### config.mk
export PLATFORM = sky130hd
export DESIGN_NAME = chirq_aggregator
export DESIGN_NICKNAME = d
export VERILOG_FILES = /design/src/rtl/chirq_pkg.sv /design/src/rtl/chirq_aggregator.sv /design/src/rtl/chirq_flag.sv
export VERILOG_INCLUDE_DIRS = /design/src /design/src/rtl
export SDC_FILE = /design/constraint.sdc
export NUM_CORES = 1
export LEC_CHECK = 0
export BUFFER_PORTS_ARGS = -buffer_cell sky130_fd_sc_hd__buf_2
export CORE_AREA = 2 2 96 98
export CTS_BUF_LIST = sky130_fd_sc_hd__clkbuf_8 sky130_fd_sc_hd__clkbuf_16
export CTS_CLUSTER_SIZE = 10
export DETAILED_ROUTE_END_ITERATION = 8
export DIE_AREA = 0 0 98 100
export PLACE_DENSITY = 0.66
export SLEW_MARGIN = 20
export SYNTH_ARGS = -nofsm -noshare
export SYNTH_HDL_FRONTEND = slang
export SYNTH_SLANG_ARGS = --single-unit
export TNS_END_PERCENT = 30
### constraint.sdc
create_clock -name clk_sys_i -period 1.1 [get_ports clk_sys_i]
set_input_delay 0.165 -clock clk_sys_i [delete_from_list [all_inputs] [get_ports clk_sys_i]]
set_output_delay 0.165 -clock clk_sys_i [all_outputs]
set_load 0.02 [all_outputs]
### src/rtl/chirq_params.svh
// Offsets, field positions and reset values for channel interrupt status
`ifndef CHIRQ_PARAMS_SVH
`define CHIRQ_PARAMS_SVH

// ----------------------------------------------------------------------------
// Register offsets
// ----------------------------------------------------------------------------
`define CHIRQ_ADDR_MASTER_EN_LOW  8'h60
`define CHIRQ_ADDR_PENDING_LOW    8'h61
`define CHIRQ_ADDR_MASTER_EN_HIGH 8'he0
`define CHIRQ_ADDR_PENDING_HIGH   8'he1

// ----------------------------------------------------------------------------
// Field layout and reset values
// ----------------------------------------------------------------------------
`define CHIRQ_FIELD_LSB           0
`define CHIRQ_FIELD_WIDTH         6
`define CHIRQ_HIGH_FIRST_CHANNEL  6
`define CHIRQ_MASTER_EN_RESET     6'h00
`define CHIRQ_PENDING_RESET       6'h00
`define CHIRQ_RESERVED_READ       2'h0

`endif

### src/rtl/chirq_pkg.sv
// Types shared by the channel interrupt status aggregator
package chirq_pkg;
   typedef logic [7:0] reg_data_t;
   typedef logic [7:0] reg_addr_t;
endpackage

### src/rtl/chirq_aggregator.sv
// Channel level interrupt status aggregator with master enables
`timescale 1ns/100ps
`default_nettype none
`include "chirq_params.svh"
module chirq_aggregator
#(
   parameter int CHANNELS = 12,
   parameter int SOURCES  = 8
)
(
   // Clock and reset
   input  wire logic                          clk_sys_i,
   input  wire logic                          reset_i,
   // Register port
   input  wire chirq_pkg::reg_addr_t          addr_i,
   input  wire chirq_pkg::reg_data_t          wdata_i,
   input  wire logic                          wr_i,
   input  wire logic                          rd_i,
   output chirq_pkg::reg_data_t               rdata_o,
   // Source level flags and enables, channel major
   input  wire logic [CHANNELS*SOURCES-1:0]   src_flag_i,
   input  wire logic [CHANNELS*SOURCES-1:0]   src_enable_i,
   // Host read of a channel's source-level status register
   input  wire logic [CHANNELS-1:0]           src_status_read_i,
   // Host interrupt and flags
   output logic                               irq_o,
   output logic [CHANNELS-1:0]                pending_o
);
   import chirq_pkg::*;

   // ---------------------------------------------------------------------
   // Parameter check
   // ---------------------------------------------------------------------
   if (CHANNELS != 2*`CHIRQ_FIELD_WIDTH || SOURCES < 1)
   begin : g_bad
      $error("CHANNELS must be 12 and SOURCES at least 1");
   end

   localparam int W = `CHIRQ_FIELD_WIDTH;

   // ---------------------------------------------------------------------
   // Address decode
   // ---------------------------------------------------------------------
   wire sel_en_low   = (addr_i == `CHIRQ_ADDR_MASTER_EN_LOW);
   wire sel_en_high  = (addr_i == `CHIRQ_ADDR_MASTER_EN_HIGH);
   wire sel_pnd_low  = (addr_i == `CHIRQ_ADDR_PENDING_LOW);
   wire sel_pnd_high = (addr_i == `CHIRQ_ADDR_PENDING_HIGH);

   // ---------------------------------------------------------------------
   // Master enable registers
   // ---------------------------------------------------------------------
   logic [W-1:0] men_low_q;
   logic [W-1:0] men_high_q;

   always_ff @(posedge clk_sys_i or posedge reset_i)
   begin
      if (reset_i)
      begin
         men_low_q  <= `CHIRQ_MASTER_EN_RESET;
         men_high_q <= `CHIRQ_MASTER_EN_RESET;
      end
      else if (wr_i)
      begin
         if (sel_en_low)
            men_low_q <= wdata_i[W-1:0];
         if (sel_en_high)
            men_high_q <= wdata_i[W-1:0];
      end
   end

   wire [CHANNELS-1:0] master_en = {men_high_q, men_low_q};

   // ---------------------------------------------------------------------
   // Per channel source OR and sticky flag
   // ---------------------------------------------------------------------
   wire [CHANNELS-1:0] chan_event;
   wire [CHANNELS-1:0] flag;

   for (genvar c = 0; c < CHANNELS; c++)
   begin : g_chan
      wire [SOURCES-1:0] hit = src_flag_i[c*SOURCES +: SOURCES]
                             & src_enable_i[c*SOURCES +: SOURCES];
      // Enabled sources gated by the master enable
      assign chan_event[c] = (|hit) & master_en[c];

      chirq_flag u_flag
      (
         .clk_sys_i (clk_sys_i),
         .reset_i   (reset_i),
         .set_i     (chan_event[c]),
         .clear_i   (src_status_read_i[c]),
         .flag_o    (flag[c])
      );
   end

   // ---------------------------------------------------------------------
   // Read mux; writes to status registers have no effect
   // ---------------------------------------------------------------------
   logic [7:0] rdata_d;
   always_comb
   begin
      rdata_d = 8'h00;
      if (sel_pnd_low)
         rdata_d = {`CHIRQ_RESERVED_READ, flag[W-1:0]};
      else if (sel_pnd_high)
         rdata_d = {`CHIRQ_RESERVED_READ, flag[CHANNELS-1:W]};
      else if (sel_en_low)
         rdata_d = {`CHIRQ_RESERVED_READ, men_low_q};
      else if (sel_en_high)
         rdata_d = {`CHIRQ_RESERVED_READ, men_high_q};
   end

   // ---------------------------------------------------------------------
   // Registered outputs
   // ---------------------------------------------------------------------
   always_ff @(posedge clk_sys_i or posedge reset_i)
   begin
      if (reset_i)
      begin
         rdata_o   <= 8'h00;
         irq_o     <= 1'b0;
         pending_o <= 12'h000;
      end
      else
      begin
         if (rd_i)
            rdata_o <= rdata_d;
         irq_o     <= |flag;
         pending_o <= flag;
      end
   end

   // ---------------------------------------------------------------------
   // Assertions
   // ---------------------------------------------------------------------
   // Event on a channel sets its flag on the next edge
   property p_set_sticky;
      @(posedge clk_sys_i) disable iff (reset_i)
      chan_event[0] |=> flag[0];
   endproperty
   a_set_sticky: assert property (p_set_sticky)
      else $error("flag 0 not set");

   property p_hold;
      @(posedge clk_sys_i) disable iff (reset_i)
      flag[3] && !src_status_read_i[3] |=> flag[3];
   endproperty
   a_hold: assert property (p_hold)
      else $error("flag 3 dropped early");

   property p_clear;
      @(posedge clk_sys_i) disable iff (reset_i)
      src_status_read_i[2] && !chan_event[2] |=> !flag[2];
   endproperty
   a_clear: assert property (p_clear)
      else $error("flag 2 not cleared");

   // Masked channel never raises its flag
   property p_masked;
      @(posedge clk_sys_i) disable iff (reset_i)
      !master_en[0] && !flag[0] |=> !flag[0];
   endproperty
   a_masked: assert property (p_masked)
      else $error("masked channel 0 fired");

   property p_rd_low;
      @(posedge clk_sys_i) disable iff (reset_i)
      rd_i && sel_pnd_low |=> rdata_o == {2'h0, $past(flag[5:0])};
   endproperty
   a_rd_low: assert property (p_rd_low)
      else $error("low status read wrong");

   property p_rd_high;
      @(posedge clk_sys_i) disable iff (reset_i)
      rd_i && sel_pnd_high |=> rdata_o == {2'h0, $past(flag[11:6])};
   endproperty
   a_rd_high: assert property (p_rd_high)
      else $error("high status read wrong");

   property p_ro;
      @(posedge clk_sys_i) disable iff (reset_i)
      wr_i && sel_pnd_low && flag[1] && !src_status_read_i[1] |=> flag[1];
   endproperty
   a_ro: assert property (p_ro)
      else $error("write changed status");

   property p_or;
      @(posedge clk_sys_i) disable iff (reset_i)
      master_en[4] && |(src_flag_i[4*SOURCES +: SOURCES]
                      & src_enable_i[4*SOURCES +: SOURCES])
      |=> flag[4] ##1 irq_o;
   endproperty
   a_or: assert property (p_or)
      else $error("channel 4 OR lost");

   // Quiet channel keeps a clear flag
   property p_quiet;
      @(posedge clk_sys_i) disable iff (reset_i)
      !chan_event[9] && !flag[9] |=> !flag[9];
   endproperty
   a_quiet: assert property (p_quiet)
      else $error("flag 9 set with no event");

   // Host interrupt follows the OR of the flags
   property p_irq;
      @(posedge clk_sys_i) disable iff (reset_i)
      1'b1 |=> irq_o == (|$past(flag));
   endproperty
   a_irq: assert property (p_irq)
      else $error("irq output wrong");

   property p_pending;
      @(posedge clk_sys_i) disable iff (reset_i)
      1'b1 |=> pending_o == $past(flag);
   endproperty
   a_pending: assert property (p_pending)
      else $error("pending output wrong");

   // Reserved bits always read zero
   property p_reserved;
      @(posedge clk_sys_i) disable iff (reset_i)
      rd_i |=> rdata_o[7:6] == `CHIRQ_RESERVED_READ;
   endproperty
   a_reserved: assert property (p_reserved)
      else $error("reserved bits not zero");

   // Master enable write lands on the next edge
   property p_men_wr;
      @(posedge clk_sys_i) disable iff (reset_i)
      wr_i && sel_en_high |=> men_high_q == $past(wdata_i[W-1:0]);
   endproperty
   a_men_wr: assert property (p_men_wr)
      else $error("master enable write lost");

   property p_ro_high;
      @(posedge clk_sys_i) disable iff (reset_i)
      wr_i && sel_pnd_high && flag[8] && !src_status_read_i[8] |=> flag[8];
   endproperty
   a_ro_high: assert property (p_ro_high)
      else $error("write changed high status");
endmodule
`default_nettype wire

### src/rtl/chirq_flag.sv
// One sticky pending flag for one channel
`timescale 1ns/100ps
`default_nettype none
module chirq_flag
(
   // Clock and reset
   input  wire logic clk_sys_i,
   input  wire logic reset_i,
   // Event and clear
   input  wire logic set_i,
   input  wire logic clear_i,
   // Flag
   output logic      flag_o
);
   // ---------------------------------------------------------------------
   // Sticky flag, set wins over clear
   // ---------------------------------------------------------------------
   logic flag_d;
   assign flag_d = set_i | (flag_o & ~clear_i);

   always_ff @(posedge clk_sys_i or posedge reset_i)
   begin
      if (reset_i)
         flag_o <= 1'b0;
      else
         flag_o <= flag_d;
   end
endmodule
`default_nettype wire

==> results.txt <==
The flow ran to the end, but the final reports show violations. The final reports fail on negative setup slack. The flip-flop cell with the highest count after synthesis is dfrtp_1.

For this run, the post-layout net count is 690. The clock slew seen by the registers of the worst setup and hold paths is 0.08 ns. The final number of hold-violating endpoints is 0. The count of max-cap constraint violations is 0.

The worst setup path is of the register to register kind. The kind of path behind the tightest hold check is input port to register. The number of standard-cell rows in the floorplan came out at 35.

The count of buffers added on input and output ports is 240. The origin of the worst min-delay path is wdata_i[3]. By area the synthesized netlist is led by dfrtp_1 48%, a22oi_1 18%, mux2_2 5.5%. The average instance in the mapped netlist occupies 11.5 um^2. The width of the die came out at 98 um. STA classifies the critical path endpoint as a register. In the synthesized netlist, the cells that appear most often are 53 x a22oi_1, 43 x dfrtp_1, 16 x nand4_1, 15 x inv_1, 13 x a22o_1. Traced cell by cell, the critical path runs through mux2_2, a22oi_1, o211ai_1. The max-slew violation count came out at 0. Across the VDD grid, the largest voltage drop is 434 uV.

Data on the critical path is required at its endpoint by 1.27 ns. The aggregate global-route resource usage came out at 16.3%. The number of nets with antenna violations after routing came out at 0.

Dividing the detail-routed via count by the number of cells gives 4.77. The area of the mapped netlist is 2230 um^2. Setup slack on the worst reg-to-reg path comes out at -0.03 ns. The number of synthesized flops with an enable pin is 0. The via count came out at 2754.

The total placed instance area came out at 3780 um^2. The share of the cycle needed by the critical path after routing came out at 103%. At the worst endpoint, the arrival time is 1.30 ns.

Among cell families on the critical path, the largest total delay comes from flip-flops. The combinational group share of total power is 25.9%. The clock network latency to the later pin of the worst-skew pair came out at 0.29 ns. Counting cells, the worst reg-to-reg path comes to 3. STA classifies the critical path startpoint as a register. The proportion of layout cells with a drive suffix above 1 is 66.3%.

Setup repair after global routing could not meet its margin everywhere. The power share of the clock group came out at 29.5%. The share of the synthesized area in the top cell type came out at 48.2%. The sequential cell area fraction in the yosys report is 48.2%.

The floorplan step defined a die boundary enclosing 9800 um^2. The final antenna diode count is 0. The number of iterations in the first detailed-routing pass came out at 4. The part of the total power dissipated in sequential elements came out at 44.7%. The total DRC errors in the routed layout came out at 0. The launch instance of the worst register-to-register path is g_chan[8].u_flag.flag_o.

After layout, the worst setup slack is -0.0286 ns. The clock sink count came out at 43. After the first detailed-routing iteration, the DRC count stood at 66.

The synthesized instance count came out at 194. The final critical-path required period is 1.13 ns. The largest fanout on the critical path came out at 3. The maximum clock frequency came out at 0.886 GHz. The cell sitting at the root of the clock tree is a clkbuf_8. Of all cell types, the one taking the most synthesized area is dfrtp_1. The average wire per standard cell is 14.5 um. The worst clock skew on the final layout came out at 0.00973 ns. The number of unique standard cell types used by synthesis came out at 28.

Summed over all nets, the switching power comes to 1.04 mW. TritonCTS built the clock tree. The most common cell in the synthesized netlist is a22oi_1.

In this run the deepest clock path goes through 2 buffers. The initial antenna violation count came out at 0. The number of global-route vias before repair came out at 2778.

The initial standard-cell utilization of the core came out at 25.1%. With fillers left out, the area of the finished cells amounts to 4020 um^2. For this design, the slowest cell found on the critical path is dfrtp_2. Yosys printed 0 warnings. The worst register-to-register path ends at rdata_o[2].

The cell-internal power is 2.95 mW. For this design the ratio of total power to cell area is 992 nW/um^2. The area taken by multi-input logic gates came out at 1140 um^2.

The number of CTS-inserted buffers came out at 5. The number of synthesized register bits came out at 43. The cell depth of the worst min-delay path is 2.

The half-perimeter wire length of the detailed placement result came out at 7110 um. The congestion estimate from routability-driven global placement came to 0.787. The CTS H-tree depth came out at 2.

The share of async-settable or async-resettable flops after synthesis is 100%. Setup violations remaining at the end of the flow were counted as 15. On the worst path, the slowest cell contributes a delay of 0.44 ns. In this run the static leakage power is 2.23 nW. The final routed wirelength across all metal layers is 8340 um. The number of placed I/O pins came out at 245.

The overall power of the completed layout is 3.98 mW. The switching power as a share of total power is 26.0%. The filler cell count in the final layout is 877. The total overflow left after global routing is 0. From bottom edge to top edge, the die measures 100 um.

The wire length of the first global-routing pass is 12700 um. For hold timing, the worst endpoint is men_low_q[3]. The area of the placeable core came out at 8890 um^2. The relative area change from synthesis to final layout is 79.7%. The critical path contains buffers and inverters numbering 0 combined. The sequential cell area is 1080 um^2. Entering global routing, the biggest net connects 44 pins.
## kinds of logic (layout without fill, tap and decap cells)
kind of cell,after synthesis,after routing,synth area share (%)
AO/OA/AOI/OAI,74,74,25.5
flip-flops,43,43,48.2
AND/OR/NAND/NOR,36,36,11.4
buffers and inverters,22,293,4.76
multiplexers,18,18,10.0
other,1,2,0.168
## per-stage QoR
stage | setup TNS (ns) | util [%] | hold slack, ns | worst slack, ns | std cells
finish | -0.134 | 45.2 | 0.123 | -0.0286 | 577
global route | -0.455 | 45.2 | 0.115 | -0.0573 | 577
CTS | -0.386 | 44.6 | 0.110 | -0.0525 | 575
detailed placement | -6.52 | 42.5 | 0.238 | -0.396 | 565
global placement | -5.93 | 42.5 | 0.236 | -0.358 | 565
floorplan | -2.74 | - | 0.163 | -0.225 | 195
## power by group through the flow
stage	clock [mW]	sequential [mW]	combinational, mW
finish	1.17	1.78	1.03
global route	1.30	1.80	1.13
CTS	1.22	1.78	1.02
detailed placement	0	1.81	0.980
global placement	0	1.81	0.958
floorplan	0	1.86	0.309
## layout make-up
cell class                      instances  share of cell area, %
Timing Repair Buffer                  271                   37.2
Multi-Input combinational cell        130                   28.5
Sequential cell                        43                   26.9
Tap cell                              111                   3.46
Clock buffer                            5                   1.71
Inverter                               15                   1.50
Clock inverter                          2                  0.841
## routing by layer
layer / share of wire (%) / global-route usage (%) / up-vias
li1: - / - / 1328
met1: 39 / 19.4 / 1264
met4: 1.3 / 4.81 / 0
met3: 8.2 / 3.83 / 12
met2: 51 / 29.5 / 150
met5: 0 / 0 / -
## worst max path at each step
stage	startpoint	to	cells past startpoint
finish	g_chan[8].u_flag.flag_o	rdata_o[2]	3
global route	g_chan[10].u_flag.flag_o	irq_o	2
CTS	addr_i[1]	men_high_q[0]	5
detailed placement	addr_i[3]	rdata_o[1]	5
global placement	addr_i[3]	men_high_q[4]	5
floorplan	addr_i[1]	men_low_q[0]	4
## worst reg2reg max path, delay by kind of cell, from the launching register on
| kind | cells | cell delay [ns] |
|---|---|---|
| DFF | 1 | 0.44 |
| AOI/OAI and AO/OA | 2 | 0.29 |
| muxes | 1 | 0.28 |
## state kept, by name (all words and copies together), names as in the netlist
name	flops
irq_o	1
rdata_o	6
pending_o	12
men_high_q	6
g_chan.u_flag.flag_o	12
men_low_q	6
## cells in the final DEF, fill, tap and decap left out, drive strengths merged, types with 2 or more instances in the layout
master  Yosys  final
or3         2      2
clkbuf      0      5
nor4        4      4
buf         7    270
mux2       17     17
nor3        2      2
dfrtp      43     43
nand2b      4      4
conb        1      2
and4b       2      2
nand3b      2      2
a22oi      53     53
inv        15     15
a22o       13     13
nor2        2      2
nand4      16     16
a31oi       2      2
o211ai      4      4
## timing repair
item                       CTS  global route
hold endpoints to repair    43             0
setup endpoints to repair   19            17
hold buffers                 1             0
buffers inserted             2             2
gates resized for setup     16             8
pin swaps                    6             6
No activity file was read; power rests on OpenSTA's default activity.
